===== config.mk =====
export PLATFORM = sky130hd
export DESIGN_NAME = uspr_top
export DESIGN_NICKNAME = d
export VERILOG_FILES = /design/src/inc/uspr_pkg.sv /design/src/hdl/uspr_top.sv
export VERILOG_INCLUDE_DIRS = /design/src /design/src/inc
export SDC_FILE = /design/constraint.sdc
export NUM_CORES = 1
export LEC_CHECK = 0
export BUFFER_PORTS_ARGS = -buffer_cell sky130_fd_sc_hd__buf_2
export CAP_MARGIN = 30
export CORE_MARGIN = 10
export CORE_UTILIZATION = 50
export DETAILED_ROUTE_END_ITERATION = 6
export PLACE_DENSITY = 0.7
export SETUP_SLACK_MARGIN = 0.5
export SLEW_MARGIN = 20
export SYNTH_ARGS = -nofsm -noshare
export SYNTH_HDL_FRONTEND = slang
export SYNTH_SLANG_ARGS = --single-unit

===== constraint.sdc =====
create_clock -name clk -period 5.4 [get_ports clk]
set_clock_uncertainty 0.1 [all_clocks]
set_input_delay 0.54 -clock clk [delete_from_list [all_inputs] [get_ports clk]]
set_output_delay 0.54 -clock clk [all_outputs]
set_load 0.01 [all_outputs]

===== src/inc/uspr_regs.svh =====
// register offsets, field positions, reset values and timing for the serial port
`ifndef USPR_REGS_SVH
`define USPR_REGS_SVH
`define USPR_ADDR_W 16
`define USPR_OFF_DATA 16'hc83c
`define USPR_OFF_STAT 16'hc848
`define USPR_OFF_CFG 16'hc85c
`define USPR_OFF_PER 16'hc868
`define USPR_OFF_FRAC 16'hc86c
`define USPR_STAT_RESET 32'h0000_0040
`define USPR_CFG_RESET 7'h00
`define USPR_PER_RESET 16'h0000
`define USPR_FRAC_RESET 1'b0
`define USPR_ST_TXIDLE 6
`define USPR_ST_PARERR 5
`define USPR_ST_FRMERR 4
`define USPR_ST_RXOVF 3
`define USPR_ST_TXFREE 2
`define USPR_ST_RXVAL 1
`define USPR_ST_CTS 0
`define USPR_CF_AUTO 6
`define USPR_CF_FLOW 5
`define USPR_CF_ODD 4
`define USPR_CF_PAR 3
`define USPR_CF_TWOSTP 2
`define USPR_CF_EIGHT 1
`define USPR_CF_RTS 0
`define USPR_CLK_MHZ 125
`define USPR_REF_MHZ 24
`define USPR_FIFO_DEPTH 4
`define USPR_PTR_W 2
`define USPR_RESP_OKAY 2'h0
`define USPR_RESP_SLVERR 2'h2
`endif


===== src/inc/uspr_pkg.sv =====
// types shared by the serial port design
package uspr_pkg;
    typedef enum logic [2:0] {
        USPR_TX_IDLE, USPR_TX_START, USPR_TX_DATA, USPR_TX_PAR, USPR_TX_STOP
    } uspr_tx_state_t;
    typedef enum logic [2:0] {
        USPR_RX_IDLE, USPR_RX_START, USPR_RX_DATA, USPR_RX_PAR, USPR_RX_STOP
    } uspr_rx_state_t;
endpackage : uspr_pkg


===== src/hdl/uspr_top.sv =====
// serial port: axi4-lite registers, fifos, baud generator, transmitter, receiver
`timescale 1ns/100ps
`include "uspr_regs.svh"

// How it works
// - tx idle flag set only when tx fifo empty and shifter finished.
// - parity error flag follows head byte, refreshed on read, cleared empty.
// - framing error flag follows head byte, refreshed on read, cleared empty.
// - overrun flag sets on arrival into full rx fifo, cleared by read.
// - tx space flag set while tx fifo can take another byte.
// - rx available flag set while rx fifo holds any byte.
// - with flow on, auto mode drops request-to-send when only one rx slot remains.
// - manual request-to-send bit is ignored while auto mode is on.
// - handshake enable lets clear-to-send pause the transmitter.
// - odd select chooses odd parity, otherwise even.
// - parity enable adds and checks a parity bit.
// - two stop select sends two stop bits instead of one.
// - eight bit select picks eight data bits, else seven.
// - flow on, auto off: manual bit drives request-to-send directly.
// - bit rate is 24 MHz over twice period plus fraction.
// - fraction bit adds one half step, allowing odd divisors.
// - status word is 0x40 right after reset; the first bus read returns 0x44.
// - data write pushes tx fifo; read pops rx fifo, clears overrun.
// - data read loads error flags of next byte, zero when empty.
module uspr_top
    import uspr_pkg::*;
(
    input wire logic clk,
    input wire logic reset,
    input wire logic ce,
    input wire logic [15:0] s_axi_awaddr,
    input wire logic s_axi_awvalid,
    output logic s_axi_awready,
    input wire logic [31:0] s_axi_wdata,
    input wire logic [3:0] s_axi_wstrb,
    input wire logic s_axi_wvalid,
    output logic s_axi_wready,
    output logic [1:0] s_axi_bresp,
    output logic s_axi_bvalid,
    input wire logic s_axi_bready,
    input wire logic [15:0] s_axi_araddr,
    input wire logic s_axi_arvalid,
    output logic s_axi_arready,
    output logic [31:0] s_axi_rdata,
    output logic [1:0] s_axi_rresp,
    output logic s_axi_rvalid,
    input wire logic s_axi_rready,
    input wire logic rx_in,
    output logic tx_out,
    input wire logic clear_to_send_in_n,
    output logic request_to_send_out_n
);
    function automatic logic uspr_hit(input logic [15:0] a,
                                      input logic [15:0] off);
        return a[15:2] == off[15:2];
    endfunction : uspr_hit

    localparam logic [2:0] DEPTH = 3'(`USPR_FIFO_DEPTH);

    // ---- registers and bus state
    logic [6:0] cfg_reg;
    logic [15:0] per_reg;
    logic frac_reg;
    logic aw_full_reg, w_full_reg, awready_reg, wready_reg, bvalid_reg;
    logic [1:0] bresp_reg;
    logic [15:0] awaddr_reg;
    logic [31:0] wdata_reg;
    logic [3:0] wstrb_reg;
    logic arready_reg, rvalid_reg;
    logic [1:0] rresp_reg;
    logic [31:0] rdata_reg;
    logic ovf_reg, par_err_reg, frm_err_reg, rts_n_reg;

    wire flow = cfg_reg[`USPR_CF_FLOW];
    wire auto_rts = cfg_reg[`USPR_CF_AUTO];
    wire odd_sel = cfg_reg[`USPR_CF_ODD];
    wire par_en = cfg_reg[`USPR_CF_PAR];
    wire two_stop = cfg_reg[`USPR_CF_TWOSTP];
    wire eight = cfg_reg[`USPR_CF_EIGHT];
    wire [2:0] last_bit = eight ? 3'd7 : 3'd6;

    // ---- fifos
    logic [7:0] txf_mem [0:`USPR_FIFO_DEPTH-1];
    logic [9:0] rxf_mem [0:`USPR_FIFO_DEPTH-1];
    logic [`USPR_PTR_W-1:0] txf_wr_reg, txf_rd_reg, rxf_wr_reg, rxf_rd_reg;
    logic [2:0] txf_cnt_reg, rxf_cnt_reg;

    // ---- 24 MHz reference from 125 MHz by phase accumulation
    logic [7:0] ref_acc_reg;
    wire [7:0] ref_sum = ref_acc_reg + 8'(`USPR_REF_MHZ);
    wire ref_tick = ref_sum >= 8'(`USPR_CLK_MHZ);
    wire [7:0] ref_acc_next = ref_tick ? ref_sum - 8'(`USPR_CLK_MHZ)
                                       : ref_sum;
    // divisor counts whole ticks of the reference, two per period step
    wire [16:0] div_raw = {per_reg, 1'b0} + {16'h0000, frac_reg};
    wire [16:0] div_eff = (div_raw == 17'h0) ? 17'h1 : div_raw;
    wire [16:0] div_last = div_eff - 17'h1;
    wire [16:0] half_last = (div_eff[16:1] == 16'h0) ? 17'h0
                                                     : {1'b0, div_eff[16:1]} - 17'h1;

    // ---- bus decode
    wire aw_hs = s_axi_awvalid & awready_reg;
    wire w_hs = s_axi_wvalid & wready_reg;
    wire do_write = aw_full_reg & w_full_reg & ~bvalid_reg;
    wire bvalid_next = do_write | (bvalid_reg & ~s_axi_bready);
    wire aw_full_next = (aw_full_reg | aw_hs) & ~do_write;
    wire w_full_next = (w_full_reg | w_hs) & ~do_write;
    wire ar_hs = s_axi_arvalid & arready_reg;
    wire rvalid_next = ar_hs | (rvalid_reg & ~s_axi_rready);
    wire wr_cfg = do_write & uspr_hit(awaddr_reg, `USPR_OFF_CFG);
    wire wr_per = do_write & uspr_hit(awaddr_reg, `USPR_OFF_PER);
    wire wr_frac = do_write & uspr_hit(awaddr_reg, `USPR_OFF_FRAC);
    wire wr_data = do_write & uspr_hit(awaddr_reg, `USPR_OFF_DATA)
                   & wstrb_reg[0];
    wire wr_ok = uspr_hit(awaddr_reg, `USPR_OFF_CFG)
                 | uspr_hit(awaddr_reg, `USPR_OFF_PER)
                 | uspr_hit(awaddr_reg, `USPR_OFF_FRAC)
                 | uspr_hit(awaddr_reg, `USPR_OFF_DATA)
                 | uspr_hit(awaddr_reg, `USPR_OFF_STAT);
    wire rd_stat = ar_hs & uspr_hit(s_axi_araddr, `USPR_OFF_STAT);
    wire rd_data = ar_hs & uspr_hit(s_axi_araddr, `USPR_OFF_DATA);
    wire rd_ok = uspr_hit(s_axi_araddr, `USPR_OFF_STAT)
                 | uspr_hit(s_axi_araddr, `USPR_OFF_CFG)
                 | uspr_hit(s_axi_araddr, `USPR_OFF_PER)
                 | uspr_hit(s_axi_araddr, `USPR_OFF_FRAC)
                 | uspr_hit(s_axi_araddr, `USPR_OFF_DATA);

    // ---- transmit side
    uspr_tx_state_t tx_state_reg, tx_state_next;
    logic [16:0] tx_tim_reg;
    logic [7:0] tx_shift_reg, tx_shift_next;
    logic [2:0] tx_bit_reg, tx_bit_next;
    logic tx_par_reg, tx_par_next, tx_out_reg, tx_out_next;
    wire tx_full = txf_cnt_reg == DEPTH;
    wire tx_push = wr_data & ~tx_full;
    wire cts_block = flow & clear_to_send_in_n;
    wire tx_pop = (tx_state_reg == USPR_TX_IDLE) & (txf_cnt_reg != 3'd0)
                  & ~cts_block;
    wire tx_bit_end = ref_tick & (tx_tim_reg >= div_last);
    wire tx_idle_flag = (txf_cnt_reg == 3'd0)
                        & (tx_state_reg == USPR_TX_IDLE);
    // space flag is a flop held low in reset so status starts at 0x40
    logic tx_space_reg;
    wire [2:0] txf_cnt_next = txf_cnt_reg + {2'b0, tx_push}
                              - {2'b0, tx_pop};

    always_comb begin
        tx_state_next = tx_state_reg;
        tx_shift_next = tx_shift_reg;
        tx_bit_next = tx_bit_reg;
        tx_par_next = tx_par_reg;
        tx_out_next = tx_out_reg;
        unique case (tx_state_reg)
            USPR_TX_IDLE: begin
                tx_out_next = 1'b1;
                if (tx_pop) begin
                    tx_shift_next = txf_mem[txf_rd_reg];
                    tx_par_next = odd_sel;
                    tx_out_next = 1'b0;
                    tx_state_next = USPR_TX_START;
                end
            end
            USPR_TX_START: begin
                if (tx_bit_end) begin
                    tx_out_next = tx_shift_reg[0];
                    tx_par_next = tx_par_reg ^ tx_shift_reg[0];
                    tx_bit_next = 3'd0;
                    tx_state_next = USPR_TX_DATA;
                end
            end
            USPR_TX_DATA: begin
                if (tx_bit_end) begin
                    if (tx_bit_reg == last_bit) begin
                        tx_bit_next = 3'd0;
                        if (par_en) begin
                            tx_out_next = tx_par_reg;
                            tx_state_next = USPR_TX_PAR;
                        end else begin
                            tx_out_next = 1'b1;
                            tx_state_next = USPR_TX_STOP;
                        end
                    end else begin
                        tx_shift_next = {1'b0, tx_shift_reg[7:1]};
                        tx_out_next = tx_shift_reg[1];
                        tx_par_next = tx_par_reg ^ tx_shift_reg[1];
                        tx_bit_next = tx_bit_reg + 3'd1;
                    end
                end
            end
            USPR_TX_PAR: begin
                if (tx_bit_end) begin
                    tx_out_next = 1'b1;
                    tx_state_next = USPR_TX_STOP;
                end
            end
            USPR_TX_STOP: begin
                if (tx_bit_end) begin
                    if (two_stop && tx_bit_reg == 3'd0) begin
                        tx_bit_next = 3'd1;
                    end else begin
                        tx_state_next = USPR_TX_IDLE;
                    end
                end
            end
        endcase
    end

    // ---- receive side
    uspr_rx_state_t rx_state_reg, rx_state_next;
    logic [16:0] rx_tim_reg;
    logic [7:0] rx_shift_reg, rx_shift_next;
    logic [2:0] rx_bit_reg, rx_bit_next;
    logic rx_par_reg, rx_par_next, rx_perr_reg, rx_perr_next;
    logic rx_push_req;
    logic rx_prev_reg;
    wire rx_sample = ref_tick & (rx_tim_reg >= ((rx_state_reg == USPR_RX_START)
                                 ? half_last : div_last));
    wire [7:0] rx_byte = eight ? rx_shift_reg : {1'b0, rx_shift_reg[7:1]};
    wire [9:0] rx_word = {~rx_in, rx_perr_reg, rx_byte};

    always_comb begin
        rx_state_next = rx_state_reg;
        rx_shift_next = rx_shift_reg;
        rx_bit_next = rx_bit_reg;
        rx_par_next = rx_par_reg;
        rx_perr_next = rx_perr_reg;
        rx_push_req = 1'b0;
        unique case (rx_state_reg)
            USPR_RX_IDLE: begin
                // start needs a falling edge: a low stop bit cannot restart
                if (rx_prev_reg && !rx_in) begin
                    rx_par_next = 1'b0;
                    rx_perr_next = 1'b0;
                    rx_state_next = USPR_RX_START;
                end
            end
            USPR_RX_START: begin
                if (rx_sample) begin
                    rx_bit_next = 3'd0;
                    rx_state_next = rx_in ? USPR_RX_IDLE : USPR_RX_DATA;
                end
            end
            USPR_RX_DATA: begin
                if (rx_sample) begin
                    rx_shift_next = {rx_in, rx_shift_reg[7:1]};
                    rx_par_next = rx_par_reg ^ rx_in;
                    rx_bit_next = rx_bit_reg + 3'd1;
                    if (rx_bit_reg == last_bit) begin
                        rx_state_next = par_en ? USPR_RX_PAR : USPR_RX_STOP;
                    end
                end
            end
            USPR_RX_PAR: begin
                if (rx_sample) begin
                    rx_perr_next = (rx_par_reg ^ rx_in) != odd_sel;
                    rx_state_next = USPR_RX_STOP;
                end
            end
            USPR_RX_STOP: begin
                if (rx_sample) begin
                    rx_push_req = 1'b1;
                    rx_state_next = USPR_RX_IDLE;
                end
            end
        endcase
    end

    // ---- receive fifo and error flags
    wire rx_full = rxf_cnt_reg == DEPTH;
    wire rx_pop = rd_data & (rxf_cnt_reg != 3'd0);
    wire rx_push = rx_push_req & (~rx_full | rx_pop);
    wire ovf_next = (rx_push_req & rx_full & ~rx_pop)
                    | (ovf_reg & ~rd_data);
    wire [9:0] rx_after = rxf_mem[rxf_rd_reg + 2'd1];
    wire err_load = rx_pop | (rx_push & (rxf_cnt_reg == 3'd0));
    wire [1:0] err_val = (rx_pop && rxf_cnt_reg > 3'd1) ? rx_after[9:8]
                         : rx_push ? rx_word[9:8] : 2'b00;
    wire rts_n_next = ~flow ? 1'b0
                      : auto_rts ? (rxf_cnt_reg >= DEPTH - 3'd1)
                      : ~cfg_reg[`USPR_CF_RTS];

    wire [31:0] stat_word = {25'h0, tx_idle_flag, par_err_reg, frm_err_reg,
                             ovf_reg, tx_space_reg,
                             rxf_cnt_reg != 3'd0,
                             flow & ~clear_to_send_in_n};
    wire [31:0] rd_word =
        uspr_hit(s_axi_araddr, `USPR_OFF_STAT) ? stat_word
        : uspr_hit(s_axi_araddr, `USPR_OFF_CFG) ? {25'h0, cfg_reg}
        : uspr_hit(s_axi_araddr, `USPR_OFF_PER) ? {16'h0, per_reg}
        : uspr_hit(s_axi_araddr, `USPR_OFF_FRAC) ? {31'h0, frac_reg}
        : rx_pop ? {24'h0, rxf_mem[rxf_rd_reg][7:0]} : 32'h0;

    always_ff @(posedge clk) begin
        if (reset) begin
            cfg_reg <= `USPR_CFG_RESET;
            per_reg <= `USPR_PER_RESET;
            frac_reg <= `USPR_FRAC_RESET;
            aw_full_reg <= 1'b0;
            w_full_reg <= 1'b0;
            awready_reg <= 1'b0;
            wready_reg <= 1'b0;
            bvalid_reg <= 1'b0;
            bresp_reg <= `USPR_RESP_OKAY;
            awaddr_reg <= 16'h0;
            wdata_reg <= 32'h0;
            wstrb_reg <= 4'h0;
            arready_reg <= 1'b0;
            rvalid_reg <= 1'b0;
            rresp_reg <= `USPR_RESP_OKAY;
            rdata_reg <= 32'h0;
        end else if (ce) begin
            if (aw_hs) awaddr_reg <= s_axi_awaddr;
            if (w_hs) begin
                wdata_reg <= s_axi_wdata;
                wstrb_reg <= s_axi_wstrb;
            end
            aw_full_reg <= aw_full_next;
            w_full_reg <= w_full_next;
            awready_reg <= ~aw_full_next & ~bvalid_next;
            wready_reg <= ~w_full_next & ~bvalid_next;
            bvalid_reg <= bvalid_next;
            if (do_write) bresp_reg <= wr_ok ? `USPR_RESP_OKAY
                                             : `USPR_RESP_SLVERR;
            if (wr_cfg && wstrb_reg[0]) cfg_reg <= wdata_reg[6:0];
            if (wr_per && wstrb_reg[0]) per_reg[7:0] <= wdata_reg[7:0];
            if (wr_per && wstrb_reg[1]) per_reg[15:8] <= wdata_reg[15:8];
            if (wr_frac && wstrb_reg[0]) frac_reg <= wdata_reg[0];
            arready_reg <= ~rvalid_next;
            rvalid_reg <= rvalid_next;
            if (ar_hs) begin
                rdata_reg <= rd_word;
                rresp_reg <= rd_ok ? `USPR_RESP_OKAY : `USPR_RESP_SLVERR;
            end
        end
    end

    always_ff @(posedge clk) begin
        if (reset) begin
            ref_acc_reg <= 8'h0;
            txf_wr_reg <= '0;
            txf_rd_reg <= '0;
            txf_cnt_reg <= 3'd0;
            rxf_wr_reg <= '0;
            rxf_rd_reg <= '0;
            rxf_cnt_reg <= 3'd0;
            ovf_reg <= 1'b0;
            par_err_reg <= 1'b0;
            frm_err_reg <= 1'b0;
            rts_n_reg <= 1'b0;
            tx_space_reg <= 1'b0;
        end else if (ce) begin
            ref_acc_reg <= ref_acc_next;
            if (tx_push) txf_wr_reg <= txf_wr_reg + 2'd1;
            if (tx_pop) txf_rd_reg <= txf_rd_reg + 2'd1;
            txf_cnt_reg <= txf_cnt_next;
            tx_space_reg <= txf_cnt_next != DEPTH;
            if (rx_push) rxf_wr_reg <= rxf_wr_reg + 2'd1;
            if (rx_pop) rxf_rd_reg <= rxf_rd_reg + 2'd1;
            rxf_cnt_reg <= rxf_cnt_reg + {2'b0, rx_push} - {2'b0, rx_pop};
            ovf_reg <= ovf_next;
            if (err_load) begin
                par_err_reg <= err_val[0];
                frm_err_reg <= err_val[1];
            end
            rts_n_reg <= rts_n_next;
        end
    end

    always_ff @(posedge clk) begin
        if (ce && tx_push) txf_mem[txf_wr_reg] <= wdata_reg[7:0];
        if (ce && rx_push) rxf_mem[rxf_wr_reg] <= rx_word;
    end

    always_ff @(posedge clk) begin
        if (reset) begin
            tx_state_reg <= USPR_TX_IDLE;
            tx_tim_reg <= 17'h0;
            tx_shift_reg <= 8'h0;
            tx_bit_reg <= 3'd0;
            tx_par_reg <= 1'b0;
            tx_out_reg <= 1'b1;
            rx_state_reg <= USPR_RX_IDLE;
            rx_tim_reg <= 17'h0;
            rx_shift_reg <= 8'h0;
            rx_bit_reg <= 3'd0;
            rx_par_reg <= 1'b0;
            rx_perr_reg <= 1'b0;
            rx_prev_reg <= 1'b1;
        end else if (ce) begin
            tx_state_reg <= tx_state_next;
            if (tx_state_next != tx_state_reg || tx_bit_end) begin
                tx_tim_reg <= 17'h0;
            end else if (ref_tick) begin
                tx_tim_reg <= tx_tim_reg + 17'h1;
            end
            tx_shift_reg <= tx_shift_next;
            tx_bit_reg <= tx_bit_next;
            tx_par_reg <= tx_par_next;
            tx_out_reg <= tx_out_next;
            rx_state_reg <= rx_state_next;
            if (rx_state_reg == USPR_RX_IDLE || rx_sample) begin
                rx_tim_reg <= 17'h0;
            end else if (ref_tick) begin
                rx_tim_reg <= rx_tim_reg + 17'h1;
            end
            rx_shift_reg <= rx_shift_next;
            rx_bit_reg <= rx_bit_next;
            rx_par_reg <= rx_par_next;
            rx_perr_reg <= rx_perr_next;
            rx_prev_reg <= rx_in;
        end
    end

    assign s_axi_awready = awready_reg;
    assign s_axi_wready = wready_reg;
    assign s_axi_bvalid = bvalid_reg;
    assign s_axi_bresp = bresp_reg;
    assign s_axi_arready = arready_reg;
    assign s_axi_rvalid = rvalid_reg;
    assign s_axi_rresp = rresp_reg;
    assign s_axi_rdata = rdata_reg;
    assign tx_out = tx_out_reg;
    assign request_to_send_out_n = rts_n_reg;

    // ---- checks
    AST_TXIDLE: assert property (@(posedge clk) disable iff (reset || !ce)
        rd_stat |=> (rdata_reg[6] == $past(txf_cnt_reg == 3'd0
                     && tx_state_reg == USPR_TX_IDLE)))
        else $error("tx idle flag wrong on status read");
    AST_ERR_EMPTY: assert property (@(posedge clk) disable iff (reset)
        (rxf_cnt_reg == 3'd0) |-> (!par_err_reg && !frm_err_reg))
        else $error("error flags set with empty rx fifo");
    AST_OVF_SET: assert property (@(posedge clk) disable iff (reset || !ce)
        (rx_push_req && rx_full && !rd_data) |=> ovf_reg)
        else $error("overrun not flagged");
    AST_OVF_CLR: assert property (@(posedge clk) disable iff (reset || !ce)
        (rd_data && !rx_push_req) |=> !ovf_reg)
        else $error("overrun not cleared by data read");
    AST_RTS_AUTO: assert property (@(posedge clk) disable iff (reset || !ce)
        (flow && auto_rts) |=> (request_to_send_out_n ==
                                ($past(rxf_cnt_reg) >= DEPTH - 3'd1)))
        else $error("auto request-to-send level wrong");
    AST_RTS_MAN: assert property (@(posedge clk) disable iff (reset || !ce)
        (flow && !auto_rts) |=> (request_to_send_out_n
                                 == !$past(cfg_reg[0])))
        else $error("manual request-to-send level wrong");
    AST_CTS_HOLD: assert property (@(posedge clk) disable iff (reset || !ce)
        (tx_state_reg == USPR_TX_IDLE && flow && clear_to_send_in_n)
        |=> (tx_state_reg == USPR_TX_IDLE && $stable(txf_rd_reg)))
        else $error("transmit started while clear-to-send deasserted");
    AST_STAT_RST: assert property (@(posedge clk)
        $past(reset) |-> (stat_word == `USPR_STAT_RESET))
        else $error("status not at reset value");
    AST_BIT_TIME: assert property (@(posedge clk) disable iff (reset || !ce)
        (tx_state_reg != USPR_TX_IDLE) |-> (tx_tim_reg <= div_last))
        else $error("transmit bit timer beyond divisor");
endmodule : uspr_top


==> flow_metrics.py <==
metrics = {
    "outcome": {
        "outcome": "finished, final reports clean",
    },
    "die": {
        "die_w_um": 179.3,
        "fp.dieH_um": 179.3,
        "initial_core_util_pct": 50.52,
        "core-area_um2": 25110,
        "die_area_um2": 32140,
        "io_pins": 121,
        "rows": 58,
    },
    "setup_path": {
        "crit_fanout": 3,
        "r2r_setup_slack_ns": 0.50,
        "cp-start-kind": "flip-flop",
        "end_kind": "flip-flop",
        "r2r_cells": 26,
        "criticalPathCategory": "flip-flop to flip-flop",
        "required_ns": 5.71,
        "timing.rr.start": "per_reg[12]",
        "worstPathArrival_ns": 5.20,
        "worst_r2r_endpoint": "rxf_cnt_reg[2]",
    },
    "final_layout": {
        "largest_reg_flops": 40,
        "seq_area_um2": 5753,
        "multi_input_comb_area_um2": 6764,
        "fin_nets": 1557,
        "final_core_util_pct": 58.28,
        "n_fill_cell": 2212,
        "largest_register": "rxf_mem",
        "stdcell_count": 1767,
        "drive_above_1_share_pct": 17.83,
        "syn2layout_area_growth_pct": 15.35,
        "reg_top3": "rxf_mem: 40 flops, txf_mem: 32 flops",
    },
    "hold_path": {
        "whs_path_depth": 3,
        "holdPathEnd": "wdata_reg[0]",
        "min_path_type": "input port to flip-flop",
        "min-delay-start": "s_axi_wdata[0]",
    },
    "grt": {
        "gr-usage-all-layers_pct": 18.90,
        "grt_max_degree": 73,
        "grt_overflow_total": 0,
        "antenna_found_initial": 1,
        "grt_pass1_wl_um": 49400,
        "grt_pass1_vias": 9611,
    },
    "sta": {
        "setup_violations": 0,
        "min_period_ns": 4.896,
        "period_share_pct": 90.66,
        "finalHoldViolCount": 0,
        "slew_viol_final": 0,
        "fmax_mhz": 204.3,
        "setup_tns_ns": 0,
        "rsz0062_at_grt": "yes",
        "fin_hold_ws_ns": 0.1231,
        "worstMarginPinSlew_ns": 0.9389,
        "slew_headroom_pct": 35.79,
    },
    "routing": {
        "wl_met3_um": 1947,
        "vias": 9977,
        "drc": 0,
        "wl_met1_um": 13870,
        "detail-route-antenna-nets": 0,
        "wirelength_um": 31440,
        "drt_iter0_drc": 737,
        "post_drt_via_cell_ratio": 5.646,
        "topRoutingLayerUsed": "met4",
        "wl_met2_um": 14850,
        "drtPass1Iterations": 7,
        "drt-wirelength-per-cell_um": 17.79,
    },
    "power_and_ir_drop": {
        "ir_worst_vdd_uv": 234.7,
        "p_leak_nw": 5.536,
        "power_density_nw_per_um2": 297.6,
    },
    "logic_synthesis": {
        "yosysMostFrequentCell": "dfxtp_1",
        "syn_avg_cell_area_um2": 9.488,
        "synth.top_cell.area_share_pct": 28.25,
        "ys_seq_area_share_pct": 45.29,
        "yosys-top-cells-area": "dfxtp_1, edfxtp_1, ha_1, nand2_1, nor2_1",
        "syn-cell-area_um2": 12690,
        "yosys-top-cells-count": "dfxtp_1, nand2_1, nor2_1",
        "async_flop_share_pct": 0,
        "syn_inst": 1337,
        "synth_warnings": 0,
        "ys_ff_latch": 251,
        "synth_edf_count": 72,
        "synth_largest_area_cell": "dfxtp_1",
        "ys_types": 80,
        "synthFlopType": "dfxtp_1",
    },
    "place": {
        "dp_hpwl_um": 22320,
        "placed_cells": 1702,
        "place.port_buffers": 80,
        "gp_congestion": 0.8652,
    },
    "cts": {
        "cts_tree": "done",
        "cts_made_buffers": 26,
        "holdBufCountCts": 0,
        "cts.sinks": 251,
        "cts_root_buf": "clkbuf_16",
        "htree_levels": 1,
        "clock_path_buffers": 3,
        "clk_latency_ns": 0.55,
        "clkTransAtPathRegs_ns": 0.07,
    },
    "flow_run": {
        "max-cap-violations": 0,
    },
}
worst max-delay path by stage:
| stage | startpoint | endpoint | slack (ns) |
|---|---|---|---|
| floorplan | per_reg[11] | rxf_cnt_reg[2] | 0.50 |
| global placement | per_reg[1] | rxf_cnt_reg[2] | 0.28 |
| detailed placement | per_reg[1] | rxf_cnt_reg[2] | 0.17 |
| CTS | per_reg[11] | rxf_cnt_reg[2] | 0.51 |
| global route | per_reg[12] | rxf_cnt_reg[2] | 0.28 |
| finish | per_reg[12] | rxf_cnt_reg[2] | 0.50 |
repair_timing:
item                       in CTS  in global routing
pin swaps                      19                 30
resized for setup              15                 27
setup endpoints to repair       2                  2
setup buffers                   8                  7
stage by stage:
step,power (W),worst slack [ns],cell area [um^2]
2_1_floorplan,0.002485,0.5028,12830
3_3_place_gp,0.002590,0.2830,13420
3_5_place_dp,0.002604,0.1696,13430
4_1_cts,0.004385,0.5062,14410
5_1_grt,0.004526,0.2836,14630
6_report,0.004355,0.5043,14630
layout make-up:
cell class,instances,area share (%)
Timing Repair Buffer,123,4.959
Tap cell,330,2.822
Clock inverter,18,1.197
Sequential cell,251,39.32
Inverter,33,0.8465
Antenna cell,1,0.01710
Clock buffer,30,4.617
Multi-Input combinational cell,981,46.22
cells by family after synthesis:
| logic type | Yosys count | share of synthesized area, % |
|---|---|---|
| xor+xnor | 70 | 4.951 |
| compound gates | 254 | 12.77 |
| buf+inv | 122 | 4.300 |
| mux | 71 | 7.476 |
| simple gates | 505 | 18.85 |
| fa+ha+maj | 63 | 6.332 |
| other cells | 1 | 0.02956 |
| flops | 251 | 45.29 |
critical path, stage by stage (launching register included):
cell and delay, ns:
dfxtp_2 0.32, or3_4 0.39, nand4bb_4 0.24, o21bai_4 0.17
inv_2 0.07, ha_4 0.17, nand2_4 0.07, nor3_4 0.06
nand2_4 0.13, nor4_4 0.06, xnor2_1 0.15, o22a_1 0.25
ha_4 0.28, nand4_1 0.12, nor4_2 0.29, a211oi_2 0.08
o21ai_2 0.25, o21ai_2 0.12, or2_4 0.29, ha_4 0.26
inv_2 0.04, ha_4 0.14, fa_2 0.33, xor2_1 0.14
nor2_1 0.05, a21oi_1 0.14, nor2_1 0.06
routing by layer:
| layer | track usage (%) | vias up |
|---|---|---|
| met5 | 0 | - |
| li1 | - | 4877 |
| met3 | 3.265 | 48 |
| met4 | 5.398 | 0 |
| met1 | 24.87 | 4771 |
| met2 | 31.24 | 281 |
cells in the final DEF (no fill, tap or decap), drive strengths merged, types with 17 or more instances in the layout:
cell type | synthesis | final
a21oi | 94 | 94
a22oi | 17 | 17
and3 | 21 | 21
buf | 30 | 122
clkbuf | 59 | 31
conb | 1 | 18
dfxtp | 179 | 179
edfxtp | 72 | 72
ha | 61 | 61
inv | 32 | 33
mux2i | 43 | 43
mux4 | 18 | 18
nand2 | 175 | 175
nand3 | 32 | 32
nor2 | 153 | 153
nor3 | 28 | 28
o21ai | 57 | 57
xnor2 | 33 | 33
xor2 | 37 | 37
where the power goes:
group,internal (W),total [W],switching (W)
combinational,0.000212,0.000510,0.000298
sequential,0.00199,0.00206,0.0000758
clock,0.00100,0.00178,0.000778
(Power assumes the default switching activity.)
